[src/inc/vdc_pkg.sv]
package vdc_pkg;

    // ------------------------------------------------------------------
    // bus and register map
    // ------------------------------------------------------------------
    localparam int unsigned ADDR_W = 8;
    localparam int unsigned DATA_W = 32;
    localparam int unsigned REG_W  = 8;

    localparam logic [ADDR_W-1:0] OFF_DETECT_CTRL  = 8'h00;
    localparam logic [ADDR_W-1:0] OFF_INT_MAIN     = 8'h04;
    localparam logic [ADDR_W-1:0] OFF_PERIPH_FLAGS = 8'h08;
    localparam logic [ADDR_W-1:0] OFF_PERIPH_ENA   = 8'h0C;
    localparam logic [ADDR_W-1:0] OFF_PERIPH_PRIO  = 8'h10;
    localparam logic [ADDR_W-1:0] OFF_EVT_STATUS   = 8'h14;
    localparam logic [ADDR_W-1:0] OFF_EVT_CLEAR    = 8'h18;
    localparam logic [ADDR_W-1:0] OFF_EVT_ENABLE   = 8'h1C;

    // ------------------------------------------------------------------
    // field positions and reset values
    // ------------------------------------------------------------------
    localparam int unsigned BIT_REF_STABLE = 5;
    localparam int unsigned BIT_POWER_EN   = 4;
    localparam int unsigned LEVEL_MSB      = 3;
    localparam int unsigned LEVEL_LSB      = 0;
    localparam int unsigned BIT_GLOBAL_EN  = 7;
    localparam int unsigned BIT_PERIPH_EN  = 6;
    localparam int unsigned BIT_TRIP       = 2;
    localparam int unsigned BE_LOW_LANE    = 0;

    localparam logic [3:0] LEVEL_RESERVED = 4'hF;
    localparam logic [3:0] LEVEL_RESET    = 4'h5;
    localparam logic       POWER_EN_RESET = 1'b0;

    // event status layout
    localparam int unsigned EVT_TRIP = 0;
    localparam int unsigned EVT_WAKE = 1;
    localparam int unsigned EVT_W    = 2;

    localparam logic [EVT_W-1:0]  EVT_NONE  = 2'h0;
    localparam logic [DATA_W-1:0] DATA_ZERO = 32'h0000_0000;

    // ------------------------------------------------------------------
    // carriers
    // ------------------------------------------------------------------
    typedef struct packed {
        logic              read;
        logic              write;
        logic [ADDR_W-1:0] address;
        logic [DATA_W-1:0] writedata;
        logic [3:0]        byteenable;
    } vdc_avm_req_t;

    typedef struct packed {
        logic trip_below;
        logic ref_ready;
    } vdc_ana_in_t;

    typedef struct packed {
        logic       power_en;
        logic [3:0] level;
    } vdc_ana_out_t;

endpackage

[src/logic/vdc_ctrl.sv]
// Overview of operation
// detection keeps running while the core sleeps
// trip sets flag and wakes sleeping core
// vector taken only with global enable set
// any reset returns registers, detector off
// falling past threshold raises core interrupt request
// control: stable bit5, enable bit4, level 3:0
// flag, enable, priority at bit 2
// main control: global bit7, peripheral bit6 gate
// unimplemented bits read zero, ignore writes
// enable bit one powers, zero disables detector
// level 1111 reserved, 1110 max, 0000 min
// stable bit one only when reference ready
// vector needs the individual enable bit too
// flag stays set until software writes zero
`timescale 1ns/1ps

module vdc_ctrl
(
    input  wire logic                   mclk,
    input  wire logic                   reset_n,
    input  wire vdc_pkg::vdc_avm_req_t  avm_req,
    output logic [vdc_pkg::DATA_W-1:0]  avm_readdata,
    output logic                        avm_waitrequest,
    input  wire vdc_pkg::vdc_ana_in_t   ana_in,
    output vdc_pkg::vdc_ana_out_t       ana_out,
    input  wire logic                   core_sleep,
    output logic                        wake_req,
    output logic                        vector_high_req,
    output logic                        vector_low_req,
    output logic                        irq
);
    import vdc_pkg::*;

    // ------------------------------------------------------------------
    // state
    // ------------------------------------------------------------------
    logic              ref_stable;
    logic              trip_below_q;
    logic              global_high_irq_enable;
    logic              peripheral_low_irq_enable;
    logic              voltage_trip_flag;
    logic              voltage_trip_irq_enable;
    logic              voltage_trip_priority;
    logic [EVT_W-1:0]  evt_status;
    logic [EVT_W-1:0]  evt_enable;

    vdc_ana_out_t      next_ana_out;
    logic              next_ref_stable;
    logic              next_trip_below_q;
    logic              next_global_high_irq_enable;
    logic              next_peripheral_low_irq_enable;
    logic              next_voltage_trip_flag;
    logic              next_voltage_trip_irq_enable;
    logic              next_voltage_trip_priority;
    logic [EVT_W-1:0]  next_evt_status;
    logic [EVT_W-1:0]  next_evt_enable;
    logic              next_wake_req;
    logic              next_vector_high_req;
    logic              next_vector_low_req;
    logic              next_irq;
    logic              next_waitrequest;
    logic [DATA_W-1:0] next_readdata;

    logic              trip_event;
    logic              wr_go;
    logic [REG_W-1:0]  wbyte;
    logic [EVT_W-1:0]  evt_set;
    logic [EVT_W-1:0]  evt_clr;

    function automatic logic reg_hit(input logic [ADDR_W-1:0] addr,
                                     input logic [ADDR_W-1:0] off);
        reg_hit = (addr == off);
    endfunction

    // ------------------------------------------------------------------
    // bus slave: one wait cycle, then a one-cycle acknowledge
    // ------------------------------------------------------------------
    assign wbyte = avm_req.writedata[REG_W-1:0];
    assign wr_go = avm_req.write && !avm_waitrequest && avm_req.byteenable[BE_LOW_LANE];

    always_comb
    begin
        next_waitrequest = 1'b1;
        next_readdata    = avm_readdata;
        if ((avm_req.read || avm_req.write) && avm_waitrequest)
        begin
            next_waitrequest = 1'b0;
        end
        if (avm_req.read && avm_waitrequest)
        begin
            next_readdata = DATA_ZERO;
            if (reg_hit(avm_req.address, OFF_DETECT_CTRL))
            begin
                next_readdata[BIT_REF_STABLE]      = ref_stable;
                next_readdata[BIT_POWER_EN]        = ana_out.power_en;
                next_readdata[LEVEL_MSB:LEVEL_LSB] = ana_out.level;
            end
            else if (reg_hit(avm_req.address, OFF_INT_MAIN))
            begin
                next_readdata[BIT_GLOBAL_EN] = global_high_irq_enable;
                next_readdata[BIT_PERIPH_EN] = peripheral_low_irq_enable;
            end
            else if (reg_hit(avm_req.address, OFF_PERIPH_FLAGS))
            begin
                next_readdata[BIT_TRIP] = voltage_trip_flag;
            end
            else if (reg_hit(avm_req.address, OFF_PERIPH_ENA))
            begin
                next_readdata[BIT_TRIP] = voltage_trip_irq_enable;
            end
            else if (reg_hit(avm_req.address, OFF_PERIPH_PRIO))
            begin
                next_readdata[BIT_TRIP] = voltage_trip_priority;
            end
            else if (reg_hit(avm_req.address, OFF_EVT_STATUS))
            begin
                next_readdata[EVT_W-1:0] = evt_status;
            end
            else if (reg_hit(avm_req.address, OFF_EVT_ENABLE))
            begin
                next_readdata[EVT_W-1:0] = evt_enable;
            end
        end
    end

    always_ff @(posedge mclk)
    begin
        if (!reset_n)
        begin
            avm_waitrequest <= 1'b1;
            avm_readdata    <= DATA_ZERO;
        end
        else
        begin
            avm_waitrequest <= next_waitrequest;
            avm_readdata    <= next_readdata;
        end
    end

    // ------------------------------------------------------------------
    // detector control and trip detection
    // ------------------------------------------------------------------
    // comparator is sampled on every clock, independent of core_sleep
    assign trip_event = ana_out.power_en && ana_in.ref_ready
                        && ana_in.trip_below && !trip_below_q;

    always_comb
    begin
        next_ana_out      = ana_out;
        next_ref_stable   = ana_out.power_en && ana_in.ref_ready;
        next_trip_below_q = ana_out.power_en && ana_in.trip_below;
        next_global_high_irq_enable    = global_high_irq_enable;
        next_peripheral_low_irq_enable = peripheral_low_irq_enable;
        next_voltage_trip_irq_enable   = voltage_trip_irq_enable;
        next_voltage_trip_priority     = voltage_trip_priority;
        next_voltage_trip_flag         = voltage_trip_flag;
        if (wr_go && reg_hit(avm_req.address, OFF_DETECT_CTRL))
        begin
            next_ana_out.power_en = wbyte[BIT_POWER_EN];
            if (wbyte[LEVEL_MSB:LEVEL_LSB] != LEVEL_RESERVED)
            begin
                next_ana_out.level = wbyte[LEVEL_MSB:LEVEL_LSB];
            end
        end
        if (wr_go && reg_hit(avm_req.address, OFF_INT_MAIN))
        begin
            next_global_high_irq_enable    = wbyte[BIT_GLOBAL_EN];
            next_peripheral_low_irq_enable = wbyte[BIT_PERIPH_EN];
        end
        if (wr_go && reg_hit(avm_req.address, OFF_PERIPH_ENA))
        begin
            next_voltage_trip_irq_enable = wbyte[BIT_TRIP];
        end
        if (wr_go && reg_hit(avm_req.address, OFF_PERIPH_PRIO))
        begin
            next_voltage_trip_priority = wbyte[BIT_TRIP];
        end
        if (wr_go && reg_hit(avm_req.address, OFF_PERIPH_FLAGS))
        begin
            next_voltage_trip_flag = wbyte[BIT_TRIP];
        end
        if (trip_event)
        begin
            next_voltage_trip_flag = 1'b1;
        end
    end

    // ------------------------------------------------------------------
    // core requests and event interrupt
    // ------------------------------------------------------------------
    assign evt_set = {core_sleep && trip_event, trip_event};
    assign evt_clr = (wr_go && reg_hit(avm_req.address, OFF_EVT_CLEAR))
                     ? wbyte[EVT_W-1:0] : EVT_NONE;

    always_comb
    begin
        next_evt_enable = evt_enable;
        if (wr_go && reg_hit(avm_req.address, OFF_EVT_ENABLE))
        begin
            next_evt_enable = wbyte[EVT_W-1:0];
        end
        // set beats clear in the same cycle
        next_evt_status = (evt_status & ~evt_clr) | evt_set;
        next_irq        = |(next_evt_status & next_evt_enable);
        next_wake_req   = core_sleep && voltage_trip_flag;
        next_vector_high_req = voltage_trip_flag && voltage_trip_irq_enable
                               && voltage_trip_priority
                               && global_high_irq_enable;
        next_vector_low_req  = voltage_trip_flag && voltage_trip_irq_enable
                               && !voltage_trip_priority && global_high_irq_enable
                               && peripheral_low_irq_enable;
    end

    always_ff @(posedge mclk)
    begin
        if (!reset_n)
        begin
            ana_out.power_en          <= POWER_EN_RESET;
            ana_out.level             <= LEVEL_RESET;
            ref_stable                <= 1'b0;
            trip_below_q              <= 1'b0;
            global_high_irq_enable    <= 1'b0;
            peripheral_low_irq_enable <= 1'b0;
            voltage_trip_flag         <= 1'b0;
            voltage_trip_irq_enable   <= 1'b0;
            voltage_trip_priority     <= 1'b0;
            evt_status                <= EVT_NONE;
            evt_enable                <= EVT_NONE;
            irq                       <= 1'b0;
            wake_req                  <= 1'b0;
            vector_high_req           <= 1'b0;
            vector_low_req            <= 1'b0;
        end
        else
        begin
            ana_out                   <= next_ana_out;
            ref_stable                <= next_ref_stable;
            trip_below_q              <= next_trip_below_q;
            global_high_irq_enable    <= next_global_high_irq_enable;
            peripheral_low_irq_enable <= next_peripheral_low_irq_enable;
            voltage_trip_flag         <= next_voltage_trip_flag;
            voltage_trip_irq_enable   <= next_voltage_trip_irq_enable;
            voltage_trip_priority     <= next_voltage_trip_priority;
            evt_status                <= next_evt_status;
            evt_enable                <= next_evt_enable;
            irq                       <= next_irq;
            wake_req                  <= next_wake_req;
            vector_high_req           <= next_vector_high_req;
            vector_low_req            <= next_vector_low_req;
        end
    end
endmodule

[config.mk]
export PLATFORM = sky130hd
export DESIGN_NAME = vdc_ctrl
export DESIGN_NICKNAME = d
export VERILOG_FILES = /design/src/inc/vdc_pkg.sv /design/src/logic/vdc_ctrl.sv
export SDC_FILE = /design/constraint.sdc
export NUM_CORES = 1
export LEC_CHECK = 0
export ABC_CLOCK_PERIOD_IN_PS = 3400
export BUFFER_PORTS_ARGS = -buffer_cell sky130_fd_sc_hd__buf_2
export CORE_MARGIN = 2
export CORE_UTILIZATION = 40
export DETAILED_ROUTE_END_ITERATION = 6
export PLACE_DENSITY = 0.76
export RECOVER_POWER = 50
export SETUP_SLACK_MARGIN = 0.05
export SYNTH_ARGS = -nofsm -noshare
export SYNTH_HDL_FRONTEND = slang
export SYNTH_SLANG_ARGS = --single-unit
[constraint.sdc]
create_clock -name mclk -period 3.4 [get_ports mclk]
set_clock_uncertainty 0.15 [all_clocks]
set_input_delay 0.17 -clock mclk [delete_from_list [all_inputs] [get_ports mclk]]
set_output_delay 0.17 -clock mclk [all_outputs]
set_load 0.05 [all_outputs]
==> results.toml <==
[status]
status = "finished clean"

[sta]
min_period_ns = 1.89
rsz0062_at_grt = "no"
tightest_slew_ns = 0.616
tns_ns = 0
setup_viol = 0
hold_viol = 0
fmax_mhz = 530
finalMaxSlewViolations = 0
period_share_pct = 55.5
slew_headroom_pct = 58.9

[clock_tree]
clk_latency_ns = 0.32
clkTransAtPathRegs_ns = 0.09
cts_tree = "yes"
numCtsBuffers = 5
cts_resized = 0
clockBufferDepth = 2
clock-root-buffer = "clkbuf_4"
clock-sinks = 29
post_cts_buffers = 0
hold_buffers = 11
cts.htree.levels = 2

[global_routing]
track_usage_pct = 15.8
grt_pass1_wl_mm = 5.09
antenna_found_initial = 0
met3_usage_pct = 4.23
use_met2_pct = 25.0
grt-ovfl-total = 0
grt_start_max_net_pins = 16
grt_pass1_vias = 1159
top_usage_layer = "met2"
grt_use_met1_pct = 19.2

[floorplanning]
start_util_pct = 42.3
die_x_um = 64.1
num_rows = 21
die_h_um = 64.1
ios = 93
core_region_area_um2 = 3420
dieArea_um2 = 4110

[synthesis]
yosys_warnings = 0
seq_area_frac_synth_pct = 40.1
synth_cell_types = 39
synth.avg_cell_area_um2 = 9.45
synth_area_um2 = 1450
ys_async_sr_fraction_pct = 0
synth_cells = 153
synth_edf_count = 0
ys_seq_elements = 29
synth_ff_type = "dfxtp_1"

[final_layout]
nets = 255
utilization_pct = 50.4
stdcell_area_um2 = 1720
drive_gt1_share_pct = 21.0
antennaDiodeCount = 0
areaGrowthSynthToFinish_pct = 18.9

[drt]
dr.first_iter.drc_count = 29
drc = 0
dr.pass1.iters = 4
wl_mm = 3.12
viasPerCell = 4.90
wl_per_cell_um = 12.4
drtAntennaViolNets = 0
num_vias = 1230

[placed_design]
io_buffers = 40
placed_cell_area_um2 = 1580
globalplace.congestion = 0.820
hpwl_mm = 2.32

[worst_setup_path]
cp_data_required_time_ns = 3.47
cp_data_arrival_time_ns = 1.95
worstSetupStartpointType = "input pin"
path_class = "input pin to flop"
path_max_fanout = 15
cp-end-kind = "flop"

[run]
maxCapViolations = 0

[power_and_ir_drop]
p_leak_uw = 0.000716
peakVddDrop_uv = 270
pwr_density_cell_nw_per_um2 = 388

[min_path]
min_path_type = "input pin to flop"
[metal layers]
layer | share of wire [%] | routed length (um)
met5 | 0 | 0
met4 | 2.2 | 68
met3 | 8.5 | 264
met2 | 46 | 1440
met1 | 43 | 1340
[path summary, 6_finish.rpt]
check / start / end / slack [ns] / cells past startpoint
setup / recovery: reset_n / avm_waitrequest / 1.51 / 4
hold / removal: avm_req[5] / evt_enable[1] / 0.02 / 3
setup reg to reg: avm_waitrequest / irq / 1.68 / 4
hold reg to reg: avm_readdata[7] / avm_readdata[7] / 0.31 / 2
[logic make-up after synthesis]
logic type             after synthesis  share of synthesized area, %
multiplexers                        13                          9.17
flip-flops                          29                          40.1
other                                1                         0.259
AO/OA/AOI/OAI                       21                          9.86
AND/OR/NAND/NOR                     57                          25.6
buffers and inverters               32                          15.0
[power by group]
group | total, uW | switching (uW) | internal, uW
sequential | 345 | 2.38 | 343
clock | 194 | 116 | 78.6
combinational | 129 | 101 | 27.9
[critical path: stages]
cell,delay (ns)
dlygate4sd3_1,0.54
clkbuf_1,0.49
o211ai_1,0.16
dlygate4sd3_1,0.59
[sequential cells by signal, indices dropped and copies added, names as in the netlist]
name	count
ana_out	5
avm_readdata	8
avm_waitrequest	1
evt_enable	2
evt_status	2
global_high_irq_enable	1
irq	1
peripheral_low_irq_enable	1
ref_stable	1
trip_below_q	1
vector_high_req	1
vector_low_req	1
voltage_trip_flag	1
voltage_trip_irq_enable	1
voltage_trip_priority	1
wake_req	1
[placed cells by master (no fill, tap or decap), drive strengths merged, types with 2 or more instances in the layout]
master,Yosys,layout
mux2,2,2
dlygate4sd3,0,11
and2,4,4
a211oi,2,2
mux2i,11,11
clkinv,0,2
nor4,2,2
a22o,3,3
and4bb,2,2
nand2,10,10
clkbuf,4,24
nor3b,2,2
a31oi,2,2
and3,5,5
inv,2,2
a21oi,7,7
buf,26,22
a2bb2oi,2,2
nand3,11,11
dfxtp,29,29
nand4,3,3
nor4b,2,2
conb,1,24
nor2,11,11
o21ai,2,2
[stage by stage]
step	hold slack, ns	setup WS [ns]	total power, uW	instances
after floorplan	0.136	1.45	465	176
after global placement	0.248	1.59	471	232
after detailed placement	0.257	1.59	472	232
after CTS	0.0145	1.69	671	251
after global routing	0.0109	1.43	695	251
final	0.0175	1.51	668	251
[layout make-up]
cell class	count	area, um^2
flip-flops and latches	29	581
inverters	2	7.51
repair buffers	51	288
well taps	46	57.6
clock buffers	6	41.3
fillers	337	1700
multi-input cells	115	736
clock inverters	2	10.0
[synth_stat cells, drive strengths merged (2+ instances only)]
cell     count  share of area, %
dfxtp       29                40
a31oi        2              0.86
nand3       11               3.8
and2         4               1.9
o21ai        2              0.69
inv          2              0.52
a211oi       2               1.0
and3         5               2.6
nand4        3               1.3
buf         26                13
nand2       10               2.6
nor4b        2               2.2
nor4         2               2.3
a2bb2oi      2               1.2
mux2         2               1.6
nor2        11               2.9
nor3b        2               1.0
a21oi        7               2.4
clkbuf       4               1.1
and4bb       2               1.7
mux2i       11               7.6
a22o         3               1.9
(Power assumes the default switching activity.)
